`config.mk`:
```
export PLATFORM = sky130hd
export DESIGN_NAME = hwt_wake_timer
export DESIGN_NICKNAME = d
export VERILOG_FILES = /design/src/hw/hwt_pkg.sv /design/src/hw/hwt_prescaler.sv /design/src/hw/hwt_wake_timer.sv
export VERILOG_INCLUDE_DIRS = /design/src /design/src/hw
export SDC_FILE = /design/constraint.sdc
export NUM_CORES = 1
export LEC_CHECK = 0
export BUFFER_PORTS_ARGS = -buffer_cell sky130_fd_sc_hd__buf_4
export CAP_MARGIN = 20
export CORE_MARGIN = 8
export CORE_UTILIZATION = 44
export DETAILED_ROUTE_END_ITERATION = 16
export HOLD_SLACK_MARGIN = 0.1
export PLACE_DENSITY = 0.79
export REMOVE_ABC_BUFFERS = 1
export SLEW_MARGIN = 20
export SYNTH_ARGS = -nofsm -noshare
export SYNTH_HDL_FRONTEND = slang
export SYNTH_SLANG_ARGS = --single-unit
```
`constraint.sdc`:
```
create_clock -name clk_i -period 4.9 [get_ports clk_i]
set_input_delay 1.225 -clock clk_i [delete_from_list [all_inputs] [get_ports clk_i]]
set_output_delay 1.225 -clock clk_i [all_outputs]
set_load 0.05 [all_outputs]
```
`src/hw/hwt_map.svh`:
```
// register offsets, field positions, reset values and tick counts
`ifndef HWT_MAP_SVH
`define HWT_MAP_SVH

// ----------------------------------------------------------------------
// register byte offsets
// ----------------------------------------------------------------------
`define HWT_OFF_PRELOAD 5'h00
`define HWT_OFF_CTRL 5'h04
`define HWT_OFF_COUNT 5'h08
`define HWT_OFF_STATUS 5'h0C
`define HWT_OFF_MASK 5'h10

// ----------------------------------------------------------------------
// field positions
// ----------------------------------------------------------------------
`define HWT_CTRL_RES_BIT 0
`define HWT_STAT_WAKE_BIT 0

// ----------------------------------------------------------------------
// reset values
// ----------------------------------------------------------------------
`define HWT_PRELOAD_RST 16'h0000
`define HWT_CTRL_RST 1'h0
`define HWT_COUNT_RST 16'h0000
`define HWT_STATUS_RST 1'h0
`define HWT_MASK_RST 1'h0

// ----------------------------------------------------------------------
// tick timing: low-speed clock rate, tick periods, and the coarse tick counted in low-speed clock edges
// ----------------------------------------------------------------------
`define HWT_LSCLK_HZ 32768
`define HWT_FINE_TICK_NS 30500
`define HWT_COARSE_TICK_MS 125
`define HWT_COARSE_EDGES ((`HWT_COARSE_TICK_MS * `HWT_LSCLK_HZ) / 1000)

`endif

```
`src/hw/hwt_pkg.sv`:
```
// types shared by the wake timer modules
package hwt_pkg;

  // ----------------------------------------------------------------------
  // bus carriers
  // ----------------------------------------------------------------------
  typedef struct packed {
    logic [4:0] adr;
    logic [31:0] dat;
    logic [3:0] sel;
    logic we;
  } hwt_wb_req_type;

  // ----------------------------------------------------------------------
  // counter states
  // ----------------------------------------------------------------------
  typedef enum logic [2:0] {
    HWT_ST_IDLE = 3'b001,
    HWT_ST_RUN = 3'b010,
    HWT_ST_DONE = 3'b100
  } hwt_state_type;

endpackage : hwt_pkg

```
`src/hw/hwt_prescaler.sv`:
```
// resolution tick generator driven by low-speed clock edges
`timescale 1ns/1ps
`include "hwt_map.svh"
module hwt_prescaler
  import hwt_pkg::*;
#(
  parameter int COARSE_EDGES = `HWT_COARSE_EDGES
) (
  // clock and reset
  input wire logic clk_i,
  input wire logic rst_i,
  input wire logic ce_i,
  // control
  input wire logic edge_i,
  input wire logic restart_i,
  input wire logic coarse_i,
  // tick
  output logic tick_o
);

  localparam int CW = $clog2(COARSE_EDGES);
  localparam logic [CW-1:0] LAST = CW'(COARSE_EDGES - 1);

  generate
    if (COARSE_EDGES < 2) begin : g_bad
      $error("hwt_prescaler: COARSE_EDGES must be at least 2");
    end
  endgenerate

  logic [CW-1:0] div_ff;

  // ----------------------------------------------------------------------
  // divider
  // ----------------------------------------------------------------------
  always_ff @(posedge clk_i) begin
    if (rst_i) begin
      div_ff <= '0;
    end else if (ce_i) begin
      if (restart_i) begin
        div_ff <= '0;
      end else if (edge_i) begin
        div_ff <= (div_ff == LAST) ? '0 : div_ff + CW'(1);
      end
    end
  end

  // fine mode ticks on every low-speed edge except one taken by a restart, i.e. one 30.5 us period
  assign tick_o = edge_i & ~restart_i & (~coarse_i | (div_ff == LAST));

endmodule : hwt_prescaler

```
`src/hw/hwt_wake_timer.sv`:
```
// wake timer top: wishbone registers, low-speed sync and down counter
`timescale 1ns/1ps
`include "hwt_map.svh"
module hwt_wake_timer
  import hwt_pkg::*;
#(
  parameter int COARSE_EDGES = `HWT_COARSE_EDGES
) (
  // clock, reset, enable
  input wire logic clk_i,
  input wire logic rst_i,
  input wire logic ce_i,
  // low-speed clock pin and sleep controls
  input wire logic lsclk_i,
  input wire logic sleep_en_i,
  // wishbone slave
  input wire logic cyc_i,
  input wire logic stb_i,
  input wire logic we_i,
  input wire logic [4:0] adr_i,
  input wire logic [3:0] sel_i,
  input wire logic [31:0] dat_i,
  output logic [31:0] dat_o,
  output logic ack_o,
  // clock request and events
  output logic clk_req_o,
  output logic wake_interrupt_event_o,
  output logic irq_o
);

  // ----------------------------------------------------------------------
  // decode helpers
  // ----------------------------------------------------------------------
  function automatic logic reg_hit(input logic [4:0] adr,
                                   input logic [4:0] off);
    reg_hit = (adr[4:2] == off[4:2]);
  endfunction : reg_hit

  // ----------------------------------------------------------------------
  // declarations
  // ----------------------------------------------------------------------
  hwt_wb_req_type req;
  hwt_state_type state_ff;
  hwt_state_type nxt_state;
  logic ack_ff;
  logic [31:0] dat_ff;
  logic [15:0] preload_value_ff;
  logic [15:0] nxt_preload_value;
  logic res_ff;
  logic [15:0] count_ff;
  logic [15:0] nxt_count;
  logic pending_ff;
  logic status_ff;
  logic mask_ff;
  logic irq_ff;
  logic clk_req_ff;
  logic wake_ff;
  logic sync1_ff;
  logic sync2_ff;
  logic sync3_ff;
  logic req_take;
  logic wr_preload;
  logic wr_ctrl;
  logic wr_status;
  logic wr_mask;
  logic ls_edge;
  logic apply;
  logic tick;
  logic reach_zero;
  logic [31:0] rd_data;
  logic unused_sleep;

  assign req = '{adr: adr_i, dat: dat_i, sel: sel_i, we: we_i};

  // the sleep input is deliberately left out of every path
  assign unused_sleep = sleep_en_i;

  // ----------------------------------------------------------------------
  // bus access
  // ----------------------------------------------------------------------
  // a request is taken once; ack follows one cycle later and drops after
  assign req_take = cyc_i & stb_i & ~ack_ff;
  assign wr_preload = req_take & req.we & reg_hit(req.adr, `HWT_OFF_PRELOAD);
  assign wr_ctrl = req_take & req.we & reg_hit(req.adr, `HWT_OFF_CTRL);
  assign wr_status = req_take & req.we & reg_hit(req.adr, `HWT_OFF_STATUS);
  assign wr_mask = req_take & req.we & reg_hit(req.adr, `HWT_OFF_MASK);

  // write completes at once; the 32 kHz side picks it up later
  always_ff @(posedge clk_i) begin
    if (rst_i) begin
      ack_ff <= 1'b0;
    end else if (ce_i) begin
      ack_ff <= req_take;
    end
  end

  always_comb begin
    rd_data = 32'h0000_0000;
    if (reg_hit(req.adr, `HWT_OFF_PRELOAD)) begin
      rd_data[15:0] = preload_value_ff;
    end else if (reg_hit(req.adr, `HWT_OFF_CTRL)) begin
      rd_data[`HWT_CTRL_RES_BIT] = res_ff;
    end else if (reg_hit(req.adr, `HWT_OFF_COUNT)) begin
      rd_data[15:0] = count_ff;
    end else if (reg_hit(req.adr, `HWT_OFF_STATUS)) begin
      rd_data[`HWT_STAT_WAKE_BIT] = status_ff;
    end else if (reg_hit(req.adr, `HWT_OFF_MASK)) begin
      rd_data[`HWT_STAT_WAKE_BIT] = mask_ff;
    end
  end

  always_ff @(posedge clk_i) begin
    if (rst_i) begin
      dat_ff <= 32'h0000_0000;
    end else if (ce_i) begin
      if (req_take & ~req.we) begin
        dat_ff <= rd_data;
      end else if (ack_ff) begin
        dat_ff <= 32'h0000_0000;
      end
    end
  end

  // ----------------------------------------------------------------------
  // preload register, byte lanes
  // ----------------------------------------------------------------------
  genvar lane;
  generate
    for (lane = 0; lane < 2; lane++) begin : g_lane
      assign nxt_preload_value[lane*8 +: 8] =
        req.sel[lane] ? req.dat[lane*8 +: 8] : preload_value_ff[lane*8 +: 8];
    end
  endgenerate

  always_ff @(posedge clk_i) begin
    if (rst_i) begin
      preload_value_ff <= `HWT_PRELOAD_RST;
    end else if (ce_i && wr_preload) begin
      preload_value_ff <= nxt_preload_value;
    end
  end

  // ----------------------------------------------------------------------
  // control and interrupt registers
  // ----------------------------------------------------------------------
  always_ff @(posedge clk_i) begin
    if (rst_i) begin
      res_ff <= `HWT_CTRL_RST;
    end else if (ce_i && wr_ctrl && req.sel[0]) begin
      res_ff <= req.dat[`HWT_CTRL_RES_BIT];
    end
  end

  always_ff @(posedge clk_i) begin
    if (rst_i) begin
      mask_ff <= `HWT_MASK_RST;
    end else if (ce_i && wr_mask && req.sel[0]) begin
      mask_ff <= req.dat[`HWT_STAT_WAKE_BIT];
    end
  end

  // a wake in the same cycle as a write-one-to-clear keeps the bit set
  always_ff @(posedge clk_i) begin
    if (rst_i) begin
      status_ff <= `HWT_STATUS_RST;
    end else if (ce_i) begin
      if (reach_zero) begin
        status_ff <= 1'b1;
      end else if (wr_status && req.sel[0] &&
                   req.dat[`HWT_STAT_WAKE_BIT]) begin
        status_ff <= 1'b0;
      end
    end
  end

  always_ff @(posedge clk_i) begin
    if (rst_i) begin
      irq_ff <= 1'b0;
    end else if (ce_i) begin
      irq_ff <= (status_ff | reach_zero) & mask_ff;
    end
  end

  // ----------------------------------------------------------------------
  // low-speed clock synchroniser
  // ----------------------------------------------------------------------
  // sync1 feeds sync2 only; the edge is taken between sync2 and sync3
  always_ff @(posedge clk_i) begin
    if (rst_i) begin
      sync1_ff <= 1'b0;
      sync2_ff <= 1'b0;
      sync3_ff <= 1'b0;
    end else if (ce_i) begin
      sync1_ff <= lsclk_i;
      sync2_ff <= sync1_ff;
      sync3_ff <= sync2_ff;
    end
  end

  assign ls_edge = sync2_ff & ~sync3_ff;

  // ----------------------------------------------------------------------
  // update hand-off into the counting core
  // ----------------------------------------------------------------------
  // a preload write waits for the next low-speed edge, so the core only
  // ever changes on that clock
  assign apply = pending_ff & ls_edge;

  always_ff @(posedge clk_i) begin
    if (rst_i) begin
      pending_ff <= 1'b0;
    end else if (ce_i) begin
      if (wr_preload) begin
        pending_ff <= 1'b1;
      end else if (apply) begin
        pending_ff <= 1'b0;
      end
    end
  end

  // request the clock only while an access or a pending update is live
  always_ff @(posedge clk_i) begin
    if (rst_i) begin
      clk_req_ff <= 1'b0;
    end else if (ce_i) begin
      clk_req_ff <= req_take | (pending_ff & ~apply) | wr_preload;
    end
  end

  hwt_prescaler #(
    .COARSE_EDGES(COARSE_EDGES)
  ) u_prescaler (
    .clk_i(clk_i),
    .rst_i(rst_i),
    .ce_i(ce_i),
    .edge_i(ls_edge),
    .restart_i(apply),
    .coarse_i(res_ff),
    .tick_o(tick)
  );

  // ----------------------------------------------------------------------
  // down counter
  // ----------------------------------------------------------------------
  assign reach_zero = (state_ff == HWT_ST_RUN) & ~apply & tick &
                      (count_ff == 16'h0001);

  always_comb begin
    nxt_state = state_ff;
    nxt_count = count_ff;
    case (state_ff)
      HWT_ST_IDLE: begin
        nxt_count = count_ff;
      end
      HWT_ST_RUN: begin
        if (tick) begin
          nxt_count = count_ff - 16'h0001;
          if (count_ff == 16'h0001) begin
            nxt_state = HWT_ST_DONE;
          end
        end
      end
      HWT_ST_DONE: begin
        nxt_count = 16'h0000;
      end
      default: begin
        nxt_state = HWT_ST_IDLE;
        nxt_count = 16'h0000;
      end
    endcase
    if (apply) begin
      if (preload_value_ff != 16'h0000) begin
        nxt_state = HWT_ST_RUN;
        nxt_count = preload_value_ff;
      end else begin
        nxt_state = HWT_ST_IDLE;
        nxt_count = 16'h0000;
      end
    end
  end

  always_ff @(posedge clk_i) begin
    if (rst_i) begin
      state_ff <= HWT_ST_IDLE;
      count_ff <= `HWT_COUNT_RST;
    end else if (ce_i) begin
      state_ff <= nxt_state;
      count_ff <= nxt_count;
    end
  end

  always_ff @(posedge clk_i) begin
    if (rst_i) begin
      wake_ff <= 1'b0;
    end else if (ce_i) begin
      wake_ff <= reach_zero;
    end
  end

  // ----------------------------------------------------------------------
  // outputs
  // ----------------------------------------------------------------------
  assign dat_o = dat_ff;
  assign ack_o = ack_ff;
  assign clk_req_o = clk_req_ff;
  assign wake_interrupt_event_o = wake_ff;
  assign irq_o = irq_ff;

endmodule : hwt_wake_timer

```
Word-level counts from Yosys, hierarchy flattened. Index checks and enable logic that the tools add are counted.

Register bits: 90. Bits in latches: 0. Bits in writable memories: 0. ROM bits: 0. Input bits: 49. Output and inout bits: 36. Logic and storage cells: 105. Memories: 0.

Add/sub/neg operators: 2. Multiply operators: 0. Divide/modulo/power cells: 0. Order comparisons: 0. Equality and inequality tests: 13. Shift operators: 0. Muxes and demuxes: 25. Bitwise gates (word level): 26. Reduce and logical (&&, ||, !) cells: 22.

Operators with widths (number): 16-bit two-way mux (4); 32-bit two-way mux (2); 12-bit two-way mux (3); 16-bit case mux with 2 select lines (1); 15-bit two-way mux (2); 1-bit bitwise AND (17); 16-bit by 1-bit equality test with 1-bit output, second input constant (1); 16-bit nonzero test (1); 16-bit by 1-bit subtractor with 16-bit output, second input constant (1); 12-bit by 1-bit adder with 12-bit output, second input constant (1); 12-bit equality test, second input constant (1); 2-bit AND reduction (6); 3-bit by 2-bit equality test with 1-bit output, second input constant (3); 3-bit two-way mux (3); 1-bit two-way mux (8); 2-bit nonzero test (4); 1-bit logical AND (7); 3-bit by 1-bit equality test with 1-bit output, second input constant (2); 3-bit equality test, second input constant (2); 3-bit case mux with 2 select lines (1); 1-bit inverter (5); 2-bit by 1-bit != test with 1-bit output, second input constant (2); 1-bit bitwise OR (4); 4-bit AND reduction (1); 6 further kinds (6).

Longest topological paths before layout. Gate-level depths: netlist of the first run.

Depth after elaboration: 10. Depth in mapped cells: 8. Depth with buffers taken out: 7.

Modules after synthesis. From an unflattened synthesis of the first run, not the netlist that was laid out.

Cell total of the unflattened synthesis: 453. Area total of the unflattened synthesis: 3786.1 um^2.

Modules (own cells, without submodules): hwt_wake_timer (instances 1, cells each 384, area an instance 3178.0 um^2, seq. area each 1241.2 um^2); hwt_prescaler (instances 1, cells each 69, area an instance 608.1 um^2, seq. area each 240.2 um^2).

Least setup slack after synthesis of the first run. OpenSTA, ideal clock, no wires.

Path type: input to register. Start point: input port adr_i[3]. End point: register dat_ff[11], in the netlist dat_o[11]. Setup time: 0.128 ns. Arrival time: 2.426 ns. Required time: 4.772 ns. Setup slack: 2.346 ns. Cell stages on the path: 5. Path buffers: 2. Cell sequence: clkbuf_1 -> clkbuf_1 -> mux2_2 -> a22oi_1 -> nor2_1.

Longest elaborated chain between the ends: 5. Elaborated cells between the ends (all ways): 7. Classes of those cells: 2 x eq/ne; 4 x mux; 1 x reduce/logical.

RTL lines: start, declared (RTL line hwt_wake_timer.sv:20) `input wire logic [4:0] adr_i,`; 3-bit by 2-bit equality test with 1-bit output (RTL line hwt_wake_timer.sv:36) `reg_hit = (adr[4:2] == off[4:2]);`; 15-bit two-way mux (RTL line hwt_wake_timer.sv:103) `` end else if (reg_hit(req.adr, `HWT_OFF_COUNT)) begin ``; 15-bit two-way mux (RTL line hwt_wake_timer.sv:101) `` end else if (reg_hit(req.adr, `HWT_OFF_CTRL)) begin ``; 16-bit two-way mux (*) (RTL line hwt_wake_timer.sv:99) `` if (reg_hit(req.adr, `HWT_OFF_PRELOAD)) begin ``; 32-bit two-way mux (*) (RTL line hwt_wake_timer.sv:116) `if (req_take & ~req.we) begin`; end signal, assigned (RTL line hwt_wake_timer.sv:117) `dat_ff <= rd_data;`; end, declared (RTL line hwt_wake_timer.sv:46) `logic [31:0] dat_ff;`.

Mark *: on every way between the ends. The rest lies on a longest branch, timed or not. A chain may end at the register's enable or synchronous reset.

Final worst setup path of the first run.
Start point: input port ce_i. End point: register dat_ff[2], in the netlist dat_o[2].

Longest elaborated chain between the ends: 1.

RTL lines: start, declared (RTL line hwt_wake_timer.sv:12) `input wire logic ce_i,`; 2-bit AND reduction (no line).

Every way passes these cells.

==> impl_metrics.yaml, run 1 <==
routing:
  detail_route.wl_per_cell_um: 15.7
  postRouteAntennaNets: 0
  drc: 0
  num_vias: 3469
  drtIter0Drc: 207
  total_wirelength_of_the_detailed_routed_design_um: 9480
  post_drt_via_cell_ratio: 5.74
  drt_pass1_iterations: 4
power_and_ir_drop:
  power_leakage_nw: 1.63
  power_density_mw_per_mm2: 276
  vdd_ir_drop_max_mv: 0.151
  total_power_mw: 1.22
critical_path:
  r2r_end: "count_ff[11]"
  worst_ep_required_time_ns: 5.20
  worstSetupPathType: "input port to flop"
  timing.critical_path.fanout_max: 15
  critical-path-max-stage-delay_ns: 0.70
  r2r-start: "u_prescaler.div_ff[0]"
  setup.worst_path.end_class: "flop"
  r2r_slack_ns: 2.44
  worst_r2r_path_depth: 6
  worst_path_max_delay_cell: "sky130_fd_sc_hd__nor4_4"
  timing.critical_path.arrival_ns: 2.96
  critPathLaunchType: "input port"
  critical_path.cell_chain: "buf_4 -> inv_2 -> or3_1 -> nor4_4 -> a22oi_1 -> nor2_1"
layout:
  layout-drive-gt1-share_pct: 19.0
  final_cell_count_no_fill: 604
  area_growth_pct: 13.8
  nets_final: 544
  antenna-diode-count: 0
timing:
  setup_viol_count_final: 0
  max_clock_freq_mhz: 375
  setup-tns-final_ns: 0
  timing.clock.skew_ns: 0.0135
  drv_slew: 0
  worst_slew_pin_slew_ns: 0.902
  timing.final.hold_violations: 0
  fin_crit_ns: 2.67
  timing.max_slew.rel_slack_pct: 39.4
  rsz_0062_raised_after_global_routing: "no"
  period_share_pct: 54.4
global_routing:
  grt_antenna_before_repair: 0
  via_count_of_the_first_global_routing_pass: 3465
  met2_usage_pct: 28.1
  grt_util_all_layers_pct: 16.4
  m3_gr_usage_pct: 2.87
  largest_net_degree_at_the_start_of_global_routing: 65
  globalRoute.totalOverflow: 0
  global_route_wire_length_before_repair_um: 16100
  grt-busiest-layer: "met2"
  globalRouteMet1Util_pct: 19.7
clock_network:
  cts_inserted_buffers: 9
  max-clock-path-buffers: 2
  cts_tree: "done"
  post-cts-setup-buffers: 0
  hold_buffers: 0
  path_clk_slew_ns: 0.08
  worst_skew_pair.late_latency_ns: 0.36
  clock_tree.root_cell: "sky130_fd_sc_hd__clkbuf_8"
  clock_sink_count: 74
  cts_max_level: 3
  cts_repair_resize_count: 0
floorplanning:
  start_util_pct: 44.8
  design.core.area_mm2: 0.00864
  num_io_pins: 85
  die_h_um: 110
  fp.dieArea_mm2: 0.0120
  num_rows: 34
  fp.dieW_um: 110
min_path:
  min-delay-start: "wake_interrupt_event_o"
  worstHoldEndpoint: "wake_interrupt_event_o"
  path_category_of_the_worst_min_delay_check: "flop to flop"
  min_delay_path_depth: 2
synth:
  asyncSetResetFlopFracSynth_pct: 0
  synth_edf_count: 0
  synth_cell_type_count: 66
  yosysSeqAreaShare_pct: 38.3
  synthesis.area_per_instance_um2: 8.40
  synth.ff_latch_count: 74
  synth_ff_type: "sky130_fd_sc_hd__dfxtp_1"
  synth.cell_area_mm2: 0.00387
  yosys_warnings: 0
  post_synth_inst_count: 460
placement:
  place.detailed.hpwl_um: 6720
  post-place-cells: 589
  routabilityCongestion: 0.879
  placement.io_buffers: 47
flow_run:
  maxCapViolCount: 0
run_status:
  status: "complete, no violations"
## final cells by class
| class | instances | area [um2] |
|---|---|---|
| Multi-Input combinational cell | 351 | 2170 |
| Clock inverter | 5 | 78.8 |
| Tap cell | 108 | 135 |
| Sequential cell | 74 | 1480 |
| Clock buffer | 10 | 138 |
| Timing Repair Buffer | 49 | 368 |
| Inverter | 7 | 26.3 |
| Fill cell | 841 | 4240 |
## cells in the mapped netlist, types with 3 or more instances
cell	n	area [um2]
sky130_fd_sc_hd__nand2_1	40	150
sky130_fd_sc_hd__mux2i_1	8	80.1
sky130_fd_sc_hd__nor4_1	8	50.1
sky130_fd_sc_hd__mux2_2	15	169
sky130_fd_sc_hd__nor4_4	3	63.8
sky130_fd_sc_hd__and3b_1	3	26.3
sky130_fd_sc_hd__xor2_1	5	43.8
sky130_fd_sc_hd__ha_1	3	37.5
sky130_fd_sc_hd__inv_1	6	22.5
sky130_fd_sc_hd__o21ai_1	3	15.0
sky130_fd_sc_hd__clkbuf_1	16	60.1
sky130_fd_sc_hd__o21ai_0	17	85.1
sky130_fd_sc_hd__a31oi_1	4	25.0
sky130_fd_sc_hd__a21oi_1	41	205
sky130_fd_sc_hd__xnor2_1	6	52.6
sky130_fd_sc_hd__nor3_1	9	45.0
sky130_fd_sc_hd__o31ai_1	4	30.0
sky130_fd_sc_hd__dfxtp_1	74	1480
sky130_fd_sc_hd__a221oi_1	4	35.0
sky130_fd_sc_hd__a211oi_1	6	45.0
sky130_fd_sc_hd__nand4_1	7	43.8
sky130_fd_sc_hd__and3_1	3	18.8
sky130_fd_sc_hd__nand3_1	20	100
sky130_fd_sc_hd__buf_2	8	40.0
sky130_fd_sc_hd__nor3_2	3	30.0
sky130_fd_sc_hd__a22oi_1	17	128
sky130_fd_sc_hd__buf_4	17	128
sky130_fd_sc_hd__or4_1	3	22.5
sky130_fd_sc_hd__nor2_1	57	214
## worst max-delay path: cells and delay by family
kind | cells | cell delay [ns]
AO/OA/AOI/OAI | 1 | 0.18
buffers and inverters | 2 | 0.27
AND/OR/NAND/NOR | 3 | 1.28
## cell families after synthesis
family | count (synthesis) | share of synthesized area, %
buf+inv | 50 | 6.96
other cells | 1 | 0.0970
xor+xnor | 11 | 2.49
fa+ha+maj | 3 | 0.971
simple gates | 179 | 24.9
compound gates | 119 | 19.9
flops | 74 | 38.3
mux | 23 | 6.44
## metrics by stage
step                      util, %  cell area, um2  worst slack, ns  hold slack, ns
after global placement       48.4            4180             1.85           0.446
final                        50.9            4400             2.23           0.460
after CTS                    50.9            4400             2.17           0.463
after floorplan                 -            3680             2.47           0.450
after global routing         50.9            4400             1.96           0.503
after detailed placement     48.4            4180             1.80           0.452
## worst max path at each step
| stage | start | end | slack (ns) | cells past startpoint |
|---|---|---|---|---|
| 6_report | ce_i | dat_o[2] | 2.23 | 6 |
| 2_1_floorplan | ce_i | preload_value_ff[0] | 2.47 | 5 |
| 5_1_grt | ce_i | dat_o[9] | 1.96 | 6 |
| 3_3_place_gp | ce_i | dat_o[9] | 1.85 | 6 |
| 3_5_place_dp | ce_i | dat_o[9] | 1.80 | 6 |
| 4_1_cts | ce_i | dat_o[2] | 2.17 | 6 |
## state kept, by name, indices dropped and copies added, names as in the netlist, 3 cells and up
| register | flops |
|---|---|
| count_ff | 16 |
| dat_o | 16 |
| preload_value_ff | 16 |
| state_ff | 3 |
| u_prescaler.div_ff | 12 |
## layer usage
| metal | vias to the layer above | routed length (um) | share of wire, % |
|---|---|---|---|
| li1 | 1717 | - | - |
| met1 | 1645 | 4090 | 43 |
| met2 | 90 | 4750 | 50 |
| met3 | 17 | 476 | 5.0 |
| met4 | 0 | 164 | 1.7 |
| met5 | - | 0 | 0 |
## power breakdown
part | leakage, nW | internal [mW] | switching (mW)
logic | 0.926 | 0.0245 | 0.0638
registers | 0.596 | 0.603 | 0.00269
clock network | 0.112 | 0.297 | 0.224
## cells in the final DEF, fill, tap and decap left out, types with 3 or more instances in the layout
cell type / Yosys / routed
sky130_fd_sc_hd__a211oi_1: 6 / 6
sky130_fd_sc_hd__a21oi_1: 41 / 41
sky130_fd_sc_hd__a221oi_1: 4 / 4
sky130_fd_sc_hd__a22oi_1: 17 / 17
sky130_fd_sc_hd__a31oi_1: 4 / 4
sky130_fd_sc_hd__and3_1: 3 / 3
sky130_fd_sc_hd__and3b_1: 3 / 3
sky130_fd_sc_hd__buf_4: 17 / 49
sky130_fd_sc_hd__clkbuf_8: 0 / 10
sky130_fd_sc_hd__conb_1: 1 / 16
sky130_fd_sc_hd__dfxtp_1: 74 / 74
sky130_fd_sc_hd__ha_1: 3 / 3
sky130_fd_sc_hd__inv_1: 6 / 6
sky130_fd_sc_hd__mux2_2: 15 / 15
sky130_fd_sc_hd__mux2i_1: 8 / 8
sky130_fd_sc_hd__nand2_1: 40 / 40
sky130_fd_sc_hd__nand3_1: 20 / 20
sky130_fd_sc_hd__nand4_1: 7 / 7
sky130_fd_sc_hd__nor2_1: 57 / 57
sky130_fd_sc_hd__nor3_1: 9 / 9
sky130_fd_sc_hd__nor3_2: 3 / 3
sky130_fd_sc_hd__nor4_1: 8 / 8
sky130_fd_sc_hd__nor4_4: 3 / 3
sky130_fd_sc_hd__o21ai_0: 17 / 17
sky130_fd_sc_hd__o21ai_1: 3 / 3
sky130_fd_sc_hd__o31ai_1: 4 / 4
sky130_fd_sc_hd__or4_1: 3 / 3
sky130_fd_sc_hd__xnor2_1: 6 / 6
sky130_fd_sc_hd__xor2_1: 5 / 5
No activity file was read; power rests on OpenSTA's default activity.
==> run 2: changes to the inputs <==
==> constraint.sdc (replaced) <==
create_clock -name clk_i -period 2.8 [get_ports clk_i]
set_input_delay 0.7 -clock clk_i [delete_from_list [all_inputs] [get_ports clk_i]]
set_output_delay 0.7 -clock clk_i [all_outputs]
set_load 0.05 [all_outputs]
==> impl_metrics.yaml, run 2 (same netlist as run 1, synthesis figures left out) <==
timing:
  setup_ws_ns: 0.533
  worst_slew_pin_slew_ns: 0.747
  timing.clock.skew_ns: 0.00573
  timing.max_slew.rel_slack_pct: 49.8
  drv_slew: 0
  rsz_0062_raised_after_global_routing: "no"
  timing.final.hold_violations: 0
  fin_crit_ns: 2.27
  setup_viol_count_final: 0
  max_clock_freq_mhz: 441
  setup-tns-final_ns: 0
  period_share_pct: 81.0
  hold_slack_ns: 0.485
floorplanning:
  start_util_pct: 44.8
  die_h_um: 110
  fp.dieArea_mm2: 0.0120
  design.core.area_mm2: 0.00864
  num_io_pins: 85
  num_rows: 34
  fp.dieW_um: 110
global_routing:
  global_route_wire_length_before_repair_um: 16400
  grt_antenna_before_repair: 0
  globalRoute.totalOverflow: 0
  largest_net_degree_at_the_start_of_global_routing: 34
  via_count_of_the_first_global_routing_pass: 3523
  grt_util_all_layers_pct: 17.0
clock_network:
  cts_tree: "done"
  worst_skew_pair.late_latency_ns: 0.35
  cts_max_level: 3
  cts_repair_resize_count: 0
  hold_buffers: 0
  post-cts-setup-buffers: 0
  cts_inserted_buffers: 9
  clock_sink_count: 74
  path_clk_slew_ns: 0.07
  clock_tree.root_cell: "sky130_fd_sc_hd__clkbuf_8"
  max-clock-path-buffers: 2
critical_path:
  cell_family_with_most_cp_delay: "simple AND/OR/NAND/NOR gates"
  critical-path-max-stage-delay_ns: 0.40
  critical_path.cell_chain: "ha_1 -> nand4_1 -> nor4_4 -> o21a_1 -> buf_4 -> nor2_1 -> a311oi_1"
  critical_path_buf_inv_count: 1
  worstSetupPathType: "flop to flop"
  critPathLaunchType: "flop"
  worst_ep_required_time_ns: 3.07
  setup.worst_path.end_class: "flop"
  timing.critical_path.fanout_max: 12
  worst_path_max_delay_cell: "sky130_fd_sc_hd__dfxtp_1"
  timing.critical_path.arrival_ns: 2.53
placement:
  post-place-cells: 596
  place.detailed.hpwl_um: 7050
  routabilityCongestion: 0.882
  placement.io_buffers: 47
  dpl_cell_area_mm2: 0.00424
  detailedPlace.worstSlack_ns: 0.573
layout:
  final_cell_count_no_fill: 611
  fillers: 835
  layout-drive-gt1-share_pct: 19.9
  nets_final: 551
  final_core_utilization_pct: 51.4
  area_growth_pct: 14.8
  final_cell_mix: "sky130_fd_sc_hd__dfxtp_1, sky130_fd_sc_hd__nor2_1, sky130_fd_sc_hd__buf_4, sky130_fd_sc_hd__a21oi_1, sky130_fd_sc_hd__nand2_1"
  commonest_non_fill_non_tap_cell_in_the_layout: "sky130_fd_sc_hd__dfxtp_1"
  stdcell_area_mm2: 0.00444
  antenna-diode-count: 0
run_status:
  status: "complete, no violations"
routing:
  detail_route.wl_per_cell_um: 16.3
  num_vias: 3572
  postRouteAntennaNets: 0
  drt_pass1_iterations: 8
  total_wirelength_of_the_detailed_routed_design_um: 9940
  drtIter0Drc: 207
  drc: 0
  post_drt_via_cell_ratio: 5.85
power_and_ir_drop:
  power_leakage_nw: 1.66
  power_density_mw_per_mm2: 469
  vdd_ir_drop_max_mv: 0.259
  power_frac_comb_pct: 7.6
  switching_share_pct: 24.1
  total_power_mw: 2.08
  p_int_mw: 1.58
  p_seq_share_pct: 50.9
  p_clk_share_pct: 41.5
  net-switching-power_uw: 503
flow_run:
  maxCapViolCount: 0
min_path:
  path_category_of_the_worst_min_delay_check: "flop to flop"
[run 2: routing by layer]
| metal | global-route usage, % | wire [um] | vias to the layer above | share of wire [%] |
|---|---|---|---|---|
| met2 | 28.7 | 5020 | 109 | 51 |
| met5 | 0 | 0 | - | 0 |
| met4 | 8.49 | 209 | 0 | 2.1 |
| li1 | - | - | 1734 | - |
| met1 | 20.1 | 4300 | 1708 | 43 |
| met3 | 3.40 | 414 | 21 | 4.2 |
[run 2: worst min-delay path: cells and delay by family (launching register included)]
| kind | cells | cell delay [ns] |
|---|---|---|
| DFF | 1 | 0.31 |
| and+or+nand+nor | 2 | 0.14 |
[run 2: path summary, 6_finish.rpt]
path,start,cells past startpoint,slack (ns),end
worst min register to register,clk_req_o,2,0.49,clk_req_o
worst max register to register,u_prescaler.div_ff[0],7,0.53,count_ff[3]
worst max-delay path,u_prescaler.div_ff[0],7,0.53,count_ff[3]
worst min-delay path,clk_req_o,2,0.49,clk_req_o
[run 2: final cells by class]
type	count	area, um2	share of cell area (%)
tap	108	135	3.04
inverter	7	26.3	0.592
clock buffer	13	169	3.80
sequential	74	1480	33.4
timing repair buffer	56	420	9.47
clock inverter	2	35.0	0.789
multi-input combinational	351	2170	48.9
[run 2: power groups by stage]
stage	Sequential [mW]	Clock [mW]	Combinational, mW
floorplan	1.09	0	0.0764
global placement	1.08	0	0.155
detailed placement	1.09	0	0.157
CTS	1.06	0.878	0.157
global route	1.06	0.933	0.169
finish	1.06	0.864	0.158
